## config.mk

```make
export PLATFORM = sky130hd
export DESIGN_NAME = pess_sequencer
export DESIGN_NICKNAME = d
export VERILOG_FILES = /design/src/pess_pkg.sv /design/src/pess_tmr_if.sv /design/src/pess_soak_timer.sv /design/src/pess_sequencer.sv
export SDC_FILE = /design/constraint.sdc
export NUM_CORES = 2
export LEC_CHECK = 0
export BUFFER_PORTS_ARGS = -buffer_cell sky130_fd_sc_hd__buf_2
export CORE_MARGIN = 5
export CORE_UTILIZATION = 35
export DETAILED_ROUTE_END_ITERATION = 8
export GPL_TIMING_DRIVEN = 0
export PLACE_DENSITY_LB_ADDON = 0.08
export SYNTH_ARGS = -nofsm -noshare
export SYNTH_HDL_FRONTEND = slang
export SYNTH_SLANG_ARGS = --single-unit
```

## constraint.sdc

```tcl
create_clock -name i_mclk -period 20.5 [get_ports i_mclk]
set_input_delay 4.1 -clock i_mclk [delete_from_list [all_inputs] [get_ports i_mclk]]
set_output_delay 4.1 -clock i_mclk [all_outputs]
set_load 0.01 [all_outputs]
```

## src/pess_pkg.sv

```systemverilog
// Package of constants and types for the program end and soak sequencer.
package pess_pkg;
	// ------------------------------------------------------------------
	// Register offsets
	// ------------------------------------------------------------------
	localparam logic [7:0] ADR_CTRL = 8'h00;
	localparam logic [7:0] ADR_STAT = 8'h01;
	localparam logic [7:0] ADR_BANK = 8'h02;
	localparam logic [7:0] ADR_ENDB = 8'h03;
	localparam logic [7:0] ADR_ASG0 = 8'h04;
	localparam logic [7:0] ADR_REM = 8'h08;
	localparam logic [7:0] ADR_SPR = 8'h09;
	localparam logic [7:0] ADR_BANKP = 8'h10;
	// ------------------------------------------------------------------
	// Field positions and codes
	// ------------------------------------------------------------------
	localparam int CTRL_PAT = 0;
	localparam int CTRL_START = 2;
	localparam int CTRL_EVMODE = 3;
	localparam int CTRL_RSP = 4;
	localparam int STAT_END = 0;
	localparam int STAT_RUN = 1;
	localparam int STAT_AT = 2;
	localparam int STAT_PROG = 3;
	localparam logic [1:0] FLD_SP = 2'h0;
	localparam logic [1:0] FLD_SOAK = 2'h1;
	localparam logic [1:0] FLD_RAMP = 2'h2;
	localparam logic [1:0] FLD_WB = 2'h3;
	localparam logic [1:0] PAT_OFF = 2'h0;
	localparam logic [1:0] PAT_STOP = 2'h1;
	localparam logic [1:0] PAT_KEEP_RUNNING_PATTERN = 2'h2;
	localparam logic [1:0] PAT_LOOP = 2'h3;
	localparam logic [1:0] SRC_NONE = 2'h0;
	localparam logic [1:0] SRC_FIRST_ALARM_FUNCTION = 2'h1;
	localparam logic [1:0] SRC_END = 2'h2;
	// ------------------------------------------------------------------
	// Range limit and timing
	// ------------------------------------------------------------------
	localparam logic [15:0] PV_RANGE_HI = 16'hffff;
	localparam int CLK_MHZ = 200;
	localparam int TICK_MS = 500;
	localparam int TICK_CYC = TICK_MS * 1000 * CLK_MHZ;
	typedef enum logic [1:0] {ST_IDLE, ST_RUN, ST_ENDED} pess_st_e;
endpackage

```

## src/pess_tmr_if.sv

```systemverilog
// Interface between the sequencer and its soak timer.
`timescale 1ns/10ps
interface pess_tmr_if;
	logic tick;
	logic run;
	logic clear;
	logic [15:0] target;
	logic [16:0] remain;
	logic expired;
	modport seq (output tick, run, clear, target, input remain, expired);
	modport tmr (input tick, run, clear, target, output remain, expired);
endinterface

```

## src/pess_soak_timer.sv

```systemverilog
// Soak timer counting half-second ticks against a soak time in seconds.
`timescale 1ns/10ps
module pess_soak_timer import pess_pkg::*; (
	input wire logic i_mclk,
	input wire logic i_nrst,
	pess_tmr_if.tmr t
);
	typedef struct packed {
		logic [16:0] elapsed;
	} pess_tmr_s;

	pess_tmr_s s_q;
	pess_tmr_s s_d;
	logic [16:0] goal;

	assign goal = {t.target, 1'b0};
	// A zero soak time counts as already elapsed, so such banks are skipped.
	assign t.expired = (s_q.elapsed >= goal);
	assign t.remain = t.expired ? 17'h00000 : 17'(goal - s_q.elapsed);

	always_comb begin
		s_d = s_q;
		if (t.clear) begin
			s_d.elapsed = 17'h00000;
		end else if (t.tick && t.run && !t.expired) begin
			// Only the elapsed count is kept, so a new soak time resumes.
			s_d.elapsed = 17'(s_q.elapsed + 17'h00001);
		end
	end

	always_ff @(posedge i_mclk) begin
		if (!i_nrst) begin
			s_q <= '0;
		end else begin
			s_q <= s_d;
		end
	end
endmodule // pess_soak_timer

```

## src/pess_sequencer.sv

```systemverilog
// Program end and soak sequencer with its register port.
// Operation
// - At end hold end bank, end on; stop pattern stops, others keep running.
// - Executing bank may be changed during a run by event or key.
// - Any change of program pattern resets the bank to zero.
// - After end show process value; alternate setpoint and end every 0.5 s.
// - Pattern off to active routes the end output to auxiliary output one.
// - Pattern active to off gives auxiliary output one back to alarm one.
// - End signal routable to any output and visible in the status word.
// - Start going from started to reset clears end output and end display.
// - Event clears end; with start on event, start setting is monitor only.
// - Ramp carries into the next bank when that bank's rate is nonzero.
// - A zero ramp rate in the next bank stops ramping on entry.
// - Bank zero with zero rate and soak starts from its local setpoint.
// - Changing the soak time keeps the elapsed count.
// - Power restoration clears the soak timer, program stays started.
// - Sensor error keeps timing against the input range upper limit.
// - Timing continues through manual mode and run/stop toggles.
// - Auto-tuning may start; remaining shows zero, a step to a later bank waits for done.
// - Tuning at end: stop pattern stops it, others keep it running.
// - Start, reset, source change in any mode; time against chosen setpoint.
// - Remote setpoint error keeps timing on values held at the error.
// - A bank change by event, bank write or step clears elapsed time and restarts on the new bank.
// - Timer advances only inside the wait band; band off means unlimited.
// - On soak elapsed step to next bank, skipping zero soak banks.
`timescale 1ns/10ps
module pess_sequencer import pess_pkg::*; #(
	parameter int NB = 8,
	parameter int NO = 2,
	parameter int TICK_CYCLES = TICK_CYC
) (
	input wire logic i_mclk,
	input wire logic i_nrst,
	input wire logic [7:0] i_addr,
	input wire logic [15:0] i_wdata,
	input wire logic i_wr,
	input wire logic i_rd,
	output logic [15:0] o_rdata,
	input wire logic [15:0] i_pv,
	input wire logic [15:0] i_rsp,
	input wire logic i_pv_err,
	input wire logic i_rsp_err,
	input wire logic i_ev_start,
	input wire logic i_ev_bank_wr,
	input wire logic [$clog2(NB)-1:0] i_ev_bank,
	input wire logic i_ev_end_clr,
	input wire logic i_run_key,
	input wire logic i_stop_key,
	input wire logic i_at_start,
	input wire logic i_at_done,
	input wire logic i_pwr_restore,
	input wire logic i_alarm1,
	output logic o_run,
	output logic o_end,
	output logic o_at_active,
	output logic o_at_stop,
	output logic [$clog2(NB)-1:0] o_bank,
	output logic [15:0] o_sp,
	output logic [NO-1:0] o_aux,
	output logic [15:0] o_disp1,
	output logic [15:0] o_disp2,
	output logic o_disp2_end
);
	localparam int BW = $clog2(NB);

	// ------------------------------------------------------------------
	// State
	// ------------------------------------------------------------------
	typedef struct packed {
		pess_st_e st;
		logic [1:0] pat;
		logic start_reg;
		logic ev_mode;
		logic rsp_mode;
		logic start_prev;
		logic [BW-1:0] bank;
		logic [BW-1:0] end_bank;
		logic [NO-1:0][1:0] asg;
		logic [NB-1:0][15:0] sp;
		logic [NB-1:0][15:0] soak;
		logic [NB-1:0][15:0] ramp;
		logic [NB-1:0][15:0] wb;
		logic [15:0] sp_r;
		logic [15:0] pv_hold;
		logic [15:0] rsp_hold;
		logic run;
		logic endf;
		logic at;
		logic at_stop;
		logic blink;
		logic [NO-1:0] aux;
		logic [15:0] d1;
		logic [15:0] d2;
		logic d2_end;
		logic [15:0] rdata;
		logic [31:0] tcnt;
		logic tick;
	} pess_s;

	pess_s s_q;
	pess_s s_d;
	pess_tmr_if tif ();

	logic program_started_eff;
	logic [15:0] pv_eff;
	logic [15:0] tgt;
	logic [16:0] dev;
	logic in_band;
	logic [7:0] boff;
	logic bsel;
	logic [BW-1:0] bidx;
	logic [BW-1:0] nxt_bank;
	logic nxt_found;
	logic [BW-1:0] first_bank;
	logic advance;
	logic clr;
	logic [15:0] rd_val;
	logic [15:0] local_setpoint;
	logic [16:0] gap;

	pess_soak_timer u_tmr (
		.i_mclk(i_mclk),
		.i_nrst(i_nrst),
		.t(tif)
	);

	// ------------------------------------------------------------------
	// Timing reference and wait band
	// ------------------------------------------------------------------
	assign program_started_eff = s_q.ev_mode ? i_ev_start : s_q.start_reg;
	// A sensor error pins the value to the range top; a remote error holds.
	assign pv_eff = i_pv_err ? PV_RANGE_HI :
		(i_rsp_err ? s_q.pv_hold : i_pv);
	assign local_setpoint = s_q.sp[s_q.bank];
	assign tgt = s_q.rsp_mode ? (i_rsp_err ? s_q.rsp_hold : i_rsp) :
		local_setpoint;
	assign dev = (pv_eff >= tgt) ? 17'({1'b0, pv_eff} - {1'b0, tgt}) :
		17'({1'b0, tgt} - {1'b0, pv_eff});
	assign in_band = (s_q.wb[s_q.bank] == 16'h0000) ||
		(dev <= {1'b0, s_q.wb[s_q.bank]});

	assign boff = 8'(i_addr - ADR_BANKP);
	assign bsel = (i_addr >= ADR_BANKP) && (boff < 8'(NB * 4));
	assign bidx = boff[BW+1:2];

	// ------------------------------------------------------------------
	// Next bank search
	// ------------------------------------------------------------------
	always_comb begin
		nxt_bank = s_q.bank;
		nxt_found = 1'b0;
		first_bank = '0;
		for (int i = NB - 1; i >= 0; i--) begin
			if (i > int'(s_q.bank) && i <= int'(s_q.end_bank) &&
				s_q.soak[i] != 16'h0000) begin
				nxt_bank = BW'(i);
				nxt_found = 1'b1;
			end
			if (i <= int'(s_q.end_bank) && s_q.soak[i] != 16'h0000) begin
				first_bank = BW'(i);
			end
		end
	end

	// Tuning defers a step to a later bank; the end bank still ends, or loops back under the loop pattern.
	assign advance = (s_q.st == ST_RUN) && tif.expired &&
		(!s_q.at || !nxt_found);

	// ------------------------------------------------------------------
	// Soak timer control
	// ------------------------------------------------------------------
	assign clr = (program_started_eff && !s_q.start_prev) || advance ||
		i_ev_bank_wr || (i_wr && i_addr == ADR_BANK) || i_pwr_restore;
	assign tif.tick = s_q.tick;
	// Manual mode and the run flag do not gate the timer.
	assign tif.run = (s_q.st == ST_RUN) && in_band;
	assign tif.clear = clr;
	assign tif.target = s_q.soak[s_q.bank];

	// ------------------------------------------------------------------
	// Read mux
	// ------------------------------------------------------------------
	always_comb begin
		rd_val = 16'h0000;
		if (i_addr == ADR_CTRL) begin
			rd_val[CTRL_PAT +: 2] = s_q.pat;
			rd_val[CTRL_START] = program_started_eff;
			rd_val[CTRL_EVMODE] = s_q.ev_mode;
			rd_val[CTRL_RSP] = s_q.rsp_mode;
		end else if (i_addr == ADR_STAT) begin
			rd_val[STAT_END] = s_q.endf;
			rd_val[STAT_RUN] = s_q.run;
			rd_val[STAT_AT] = s_q.at;
			rd_val[STAT_PROG] = (s_q.st == ST_RUN);
		end else if (i_addr == ADR_BANK) begin
			rd_val = 16'(s_q.bank);
		end else if (i_addr == ADR_ENDB) begin
			rd_val = 16'(s_q.end_bank);
		end else if (i_addr >= ADR_ASG0 && i_addr < 8'(ADR_ASG0 + NO)) begin
			rd_val = 16'(s_q.asg[2'(i_addr - ADR_ASG0)]);
		end else if (i_addr == ADR_REM) begin
			// The remaining soak time reads zero while tuning runs.
			rd_val = s_q.at ? 16'h0000 : tif.remain[16:1];
		end else if (i_addr == ADR_SPR) begin
			rd_val = s_q.sp_r;
		end else if (bsel) begin
			case (boff[1:0])
				FLD_SP: rd_val = s_q.sp[bidx];
				FLD_SOAK: rd_val = s_q.soak[bidx];
				FLD_RAMP: rd_val = s_q.ramp[bidx];
				default: rd_val = s_q.wb[bidx];
			endcase
		end
	end

	assign gap = (local_setpoint >= s_q.sp_r) ? 17'({1'b0, local_setpoint} - {1'b0, s_q.sp_r}) :
		17'({1'b0, s_q.sp_r} - {1'b0, local_setpoint});

	// ------------------------------------------------------------------
	// Next state
	// ------------------------------------------------------------------
	always_comb begin
		s_d = s_q;
		s_d.at_stop = 1'b0;
		s_d.rdata = i_rd ? rd_val : 16'h0000;
		s_d.tick = 1'b0;
		s_d.tcnt = 32'(s_q.tcnt + 32'h00000001);
		if (s_q.tcnt >= 32'(TICK_CYCLES - 1)) begin
			s_d.tcnt = 32'h00000000;
			s_d.tick = 1'b1;
		end
		if (!i_rsp_err) begin
			s_d.pv_hold = i_pv;
			s_d.rsp_hold = i_rsp;
		end
		if (i_run_key) begin
			s_d.run = 1'b1;
		end else if (i_stop_key) begin
			s_d.run = 1'b0;
		end
		if (i_at_start) begin
			s_d.at = 1'b1;
		end else if (i_at_done) begin
			s_d.at = 1'b0;
		end

		// Register writes.
		if (i_wr) begin
			if (i_addr == ADR_CTRL) begin
				s_d.pat = i_wdata[CTRL_PAT +: 2];
				s_d.ev_mode = i_wdata[CTRL_EVMODE];
				s_d.rsp_mode = i_wdata[CTRL_RSP];
				if (!s_q.ev_mode) begin
					s_d.start_reg = i_wdata[CTRL_START];
				end
				if (i_wdata[CTRL_PAT +: 2] != s_q.pat) begin
					s_d.bank = '0;
					if (s_q.pat == PAT_OFF) begin
						s_d.asg[0] = SRC_END;
					end else if (i_wdata[CTRL_PAT +: 2] == PAT_OFF) begin
						s_d.asg[0] = SRC_FIRST_ALARM_FUNCTION;
					end
				end
			end else if (i_addr == ADR_BANK) begin
				s_d.bank = i_wdata[BW-1:0];
			end else if (i_addr == ADR_ENDB) begin
				s_d.end_bank = i_wdata[BW-1:0];
			end else if (i_addr >= ADR_ASG0 &&
				i_addr < 8'(ADR_ASG0 + NO)) begin
				s_d.asg[2'(i_addr - ADR_ASG0)] = i_wdata[1:0];
			end else if (bsel) begin
				case (boff[1:0])
					FLD_SP: s_d.sp[bidx] = i_wdata;
					FLD_SOAK: s_d.soak[bidx] = i_wdata;
					FLD_RAMP: s_d.ramp[bidx] = i_wdata;
					default: s_d.wb[bidx] = i_wdata;
				endcase
			end
		end
		if (i_ev_bank_wr) begin
			s_d.bank = i_ev_bank;
		end

		// An end reached in the cycle of a clear event still sets the flag.
		if (i_ev_end_clr) begin
			s_d.endf = 1'b0;
		end

		// Program sequencing.
		s_d.start_prev = program_started_eff;
		case (s_q.st)
			ST_IDLE: begin
				s_d.sp_r = local_setpoint;
			end
			ST_RUN: begin
				if (advance) begin
					if (nxt_found) begin
						s_d.bank = nxt_bank;
					end else if (s_q.pat == PAT_LOOP) begin
						s_d.bank = first_bank;
					end else begin
						s_d.st = ST_ENDED;
						s_d.endf = 1'b1;
						if (s_q.pat == PAT_STOP) begin
							s_d.run = 1'b0;
							s_d.at = 1'b0;
							s_d.at_stop = s_q.at;
						end
					end
				end
			end
			ST_ENDED: begin
				s_d.st = ST_ENDED;
			end
			default: begin
				s_d.st = ST_IDLE;
			end
		endcase

		// Ramp follows the executing bank and carries across bank steps.
		if (s_q.st != ST_IDLE && s_q.tick) begin
			if (s_q.ramp[s_q.bank] == 16'h0000) begin
				s_d.sp_r = local_setpoint;
			end else if (gap <= {1'b0, s_q.ramp[s_q.bank]}) begin
				s_d.sp_r = local_setpoint;
			end else if (local_setpoint > s_q.sp_r) begin
				s_d.sp_r = 16'(s_q.sp_r + s_q.ramp[s_q.bank]);
			end else begin
				s_d.sp_r = 16'(s_q.sp_r - s_q.ramp[s_q.bank]);
			end
		end

		// Start and reset edges.
		if (s_q.pat != PAT_OFF && program_started_eff && !s_q.start_prev) begin
			s_d.st = ST_RUN;
			s_d.run = 1'b1;
			s_d.endf = 1'b0;
			if (s_q.ramp[0] == 16'h0000 && s_q.soak[0] == 16'h0000) begin
				s_d.sp_r = s_q.sp[0];
			end else begin
				s_d.sp_r = pv_eff;
			end
		end else if (!program_started_eff && s_q.start_prev) begin
			s_d.st = ST_IDLE;
			s_d.bank = '0;
			s_d.endf = 1'b0;
		end
		// Display and output routing.
		s_d.d1 = pv_eff;
		s_d.d2 = tgt;
		if (!s_d.endf) begin
			s_d.blink = 1'b0;
		end else if (s_q.tick) begin
			s_d.blink = !s_q.blink;
		end
		s_d.d2_end = s_d.endf && s_q.blink;
		for (int k = 0; k < NO; k++) begin
			s_d.aux[k] = (s_d.asg[k] == SRC_END) ? s_d.endf :
				((s_d.asg[k] == SRC_FIRST_ALARM_FUNCTION) ? i_alarm1 : 1'b0);
		end
	end

	always_ff @(posedge i_mclk) begin
		if (!i_nrst) begin
			s_q <= '0;
			s_q.asg[0] <= SRC_FIRST_ALARM_FUNCTION;
		end else begin
			s_q <= s_d;
		end
	end

	// ------------------------------------------------------------------
	// Outputs
	// ------------------------------------------------------------------
	assign o_rdata = s_q.rdata;
	assign o_run = s_q.run;
	assign o_end = s_q.endf;
	assign o_at_active = s_q.at;
	assign o_at_stop = s_q.at_stop;
	assign o_bank = s_q.bank;
	assign o_sp = s_q.sp_r;
	assign o_aux = s_q.aux;
	assign o_disp1 = s_q.d1;
	assign o_disp2 = s_q.d2;
	assign o_disp2_end = s_q.d2_end;
endmodule // pess_sequencer

```

==> results.py <==
metrics = {
    "placement": {
        "place_ws_ns": 7.99,
        "placement.cell_area_um2": 44700,
        "routabilityCongestion": 1.03,
        "dpl.hpwl_um": 156000,
        "count_of_buffers_from_port_buffering": 137,
    },
    "synthesis": {
        "yosysWarnings": 0,
        "mapped_cells": 4390,
        "top_cell_type_s_share_of_synthesized_area": 0.326,
        "synth_largest_area_cell": "sky130_fd_sc_hd__dfxtp_1",
        "count_of_state_elements_after_synthesis": 684,
        "asyncSetResetFlopFracSynth": 0,
        "synth_seq_area_share": 0.326,
        "syn_avg_cell_area_um2": 9.56,
        "synth_top_cells_by_area": "sky130_fd_sc_hd__dfxtp_1 (33%), sky130_fd_sc_hd__mux4_2 (13%), sky130_fd_sc_hd__mux2i_1 (10%)",
        "synth_edf_count": 0,
        "synthesis.area_um2": 41900,
        "ys_dominant_reg_cell": "sky130_fd_sc_hd__dfxtp_1",
        "synthDistinctLibCells": 93,
    },
    "floorplan": {
        "core_outline_area_um2": 119000,
        "floorplan.die_area_um2": 127000,
        "dieWidth_um": 356,
        "placementRows": 127,
        "design.portCount": 148,
        "floorplan.initialDensity": 0.351,
        "die_h_um": 356,
    },
    "clock_tree": {
        "cts-hold-fix-buffers": 0,
        "cts_tree": "built",
        "clkTransAtPathRegs_ns": 0.06,
        "numCtsBuffers": 86,
        "clk-insertion-delay-late_ns": 0.68,
        "cts_resized": 0,
        "htree_num_levels": 3,
        "cts-root-buf": "sky130_fd_sc_hd__clkbuf_16",
        "post-cts-setup-buffer-count": 0,
        "ctsLongestPathBuffers": 3,
        "clkSinkCount": 684,
    },
    "detailed_routing": {
        "route.antenna.remaining_nets": 1,
        "detail_route.vias_per_cell": 5.78,
        "drt_iter0_drc": 3964,
        "drc": 0,
        "mean_routed_wirelength_per_cell_um": 32.1,
        "routed-via-count": 36500,
        "drt-total-wl_um": 202000,
        "drt-pass1-iter-count": 5,
    },
    "sta": {
        "timing.fmax_ghz": 0.0841,
        "period_share": 0.580,
        "finalCriticalPeriod_ns": 11.90,
        "report.final.setup_viol": 0,
        "worst-slew-pin-transition_ns": 1.65,
        "grt_setup_unrepaired": "no",
        "worst_slack_ns": 8.60,
        "worst_hold_slack_ns": 0.449,
        "fin_setup_tns_ns": 0,
        "max_slew_margin": -0.133,
        "report.final.slew_viol_count": 44,
        "clock-skew-final_ns": 0.0221,
        "hold_viol_final": 0,
    },
    "worst_setup_path": {
        "regToRegStartpoint": "o_bank[2]",
        "worst_reg2reg_endpoint": "u_tmr.s_q[12]",
        "critical_path.max_stage_delay_ns": 0.69,
        "worst_r2r_path_depth": 34,
        "worst-endpoint-arrival_ns": 12.45,
        "required_ns": 21.05,
        "worst_path_dominant_cell_family": "buffers and inverters",
        "cp-start-kind": "input pin",
        "cp_common_cell": "sky130_fd_sc_hd__buf_1",
        "timing.critical_path.to_type": "register",
        "critPathKind": "input pin to register",
        "register_to_register_setup_slack_ns": 8.99,
        "worst_path_max_delay_cell": "sky130_fd_sc_hd__buf_1",
        "critical_path.max_fanout": 10,
        "critPathBufInv": 9,
    },
    "grt": {
        "grt_max_degree": 13,
        "grt_overflow": 0,
        "grt_pass1_wl_um": 280000,
        "first_global_vias": 35000,
        "track_usage": 0.311,
        "antenna_found_initial": 18,
    },
    "min_path": {
        "hold_path.class": "register to register",
        "whs_endpoint": "s_q[1]",
        "timing.hold.worst_path_depth": 1,
        "worstHoldStart": "s_q[1]",
    },
    "run_status": {
        "status": "finished, violations left",
        "violated_checks": "antenna rules, capacitance limit, slew limit",
    },
    "power": {
        "powerDensity_nw_per_um2": 69.1,
        "power.ir.vdd_worst_uv": 59.7,
        "leakagePower_nw": 17.9,
        "fin_total_pwr_w": 0.00329,
    },
    "cells_and_area": {
        "regArea_um2": 13700,
        "layout.cell_area.non_filler_um2": 47600,
        "layout.nets": 4839,
        "syn_to_final_growth_pct": 13.4,
        "multiInputGateArea_um2": 25800,
        "final_layout_size_suffix_gt1_frac": 0.150,
        "mostFrequentLayoutCell": "sky130_fd_sc_hd__dfxtp_1",
        "fillerInstances": 12300,
        "mostFrequentLayoutCells": "sky130_fd_sc_hd__dfxtp_1 (684), sky130_fd_sc_hd__nand2_1 (435), sky130_fd_sc_hd__mux2i_1 (432)",
    },
    "flow_run": {
        "drv_cap": 6,
    },
}
-- cells in the mapped netlist, drive strengths merged (6+ instances only) --
library cell  number
nor3              36
clkbuf           244
o21ai             95
and2              52
mux2i            439
nand4             28
nor2             206
buf              172
inv              125
o21bai            10
a21boi           199
fa                 6
nor2b            383
xnor2             57
or3               13
dfxtp            684
a221oi            13
o211ai            10
nand3            249
a31oi             20
o21a              11
a21oi            160
a21o              45
ha               135
mux4             273
o22ai              7
a22oi             12
nor4              46
nand2            436
o221ai             9
and3              31
mux2              12
nand2b            23
xor2              50
a211oi             8
a41oi              8
-- worst max-delay path by stage --
stage                          from             to  slack [ns]  cells after the start
final                     i_rsp_err  u_tmr.s_q[12]        8.60                     30
after floorplan           i_rsp_err  u_tmr.s_q[12]       10.13                     30
after global placement    i_rsp_err  u_tmr.s_q[12]        7.92                     30
after global routing      i_rsp_err   u_tmr.s_q[9]        8.10                     29
after CTS                 i_rsp_err  u_tmr.s_q[12]        8.68                     30
after detailed placement  i_rsp_err  u_tmr.s_q[12]        7.99                     30
-- per-layer routing --
| layer | GRT usage | routed length [µm] | part of all wire | vias up |
|---|---|---|---|---|
| li1 | - | - | - | 16100 |
| met1 | 0.416 | 86100 | 0.43 | 18400 |
| met2 | 0.480 | 88500 | 0.44 | 1622 |
| met3 | 0.0649 | 16400 | 0.081 | 356 |
| met4 | 0.151 | 11400 | 0.056 | 4 |
| met5 | 0 | 21 | 0.00010 | - |
-- power breakdown --
part	leakage, nW	internal, W	switching [W]
registers	5.52	0.00134	0.00000463
clock network	1.40	0.000904	0.000655
logic	10.9	0.000120	0.000264
total	17.9	0.00236	0.000924
-- kinds of logic after synthesis --
kind of cell             after synthesis  share of synthesized area
AND/OR/NAND/NOR                     1528                      0.184
adder cells (fa/ha/maj)              141                     0.0431
multiplexers                         724                      0.258
buffers and inverters                541                     0.0587
XOR/XNOR                             107                     0.0223
AO/OA/AOI/OAI                        664                      0.107
other                                  1                  0.0000894
flip-flops                           684                      0.326
-- final cells by class --
cell class                 count  share of cell area
sequential                   684               0.288
inverter                     125             0.00986
buffer                       416              0.0421
clock inverter                30             0.00602
timing repair buffer         142              0.0155
tap                         1612              0.0424
antenna                       11            0.000579
clock buffer                 125              0.0530
multi-input combinational   3169               0.543
-- metrics by stage --
step,utilization,instances
2_1_floorplan,-,4394
3_3_place_gp,0.374,6143
3_5_place_dp,0.374,6148
4_1_cts,0.398,6303
5_1_grt,0.398,6303
6_report,0.398,6314
No activity file was read; power rests on OpenSTA's default activity.
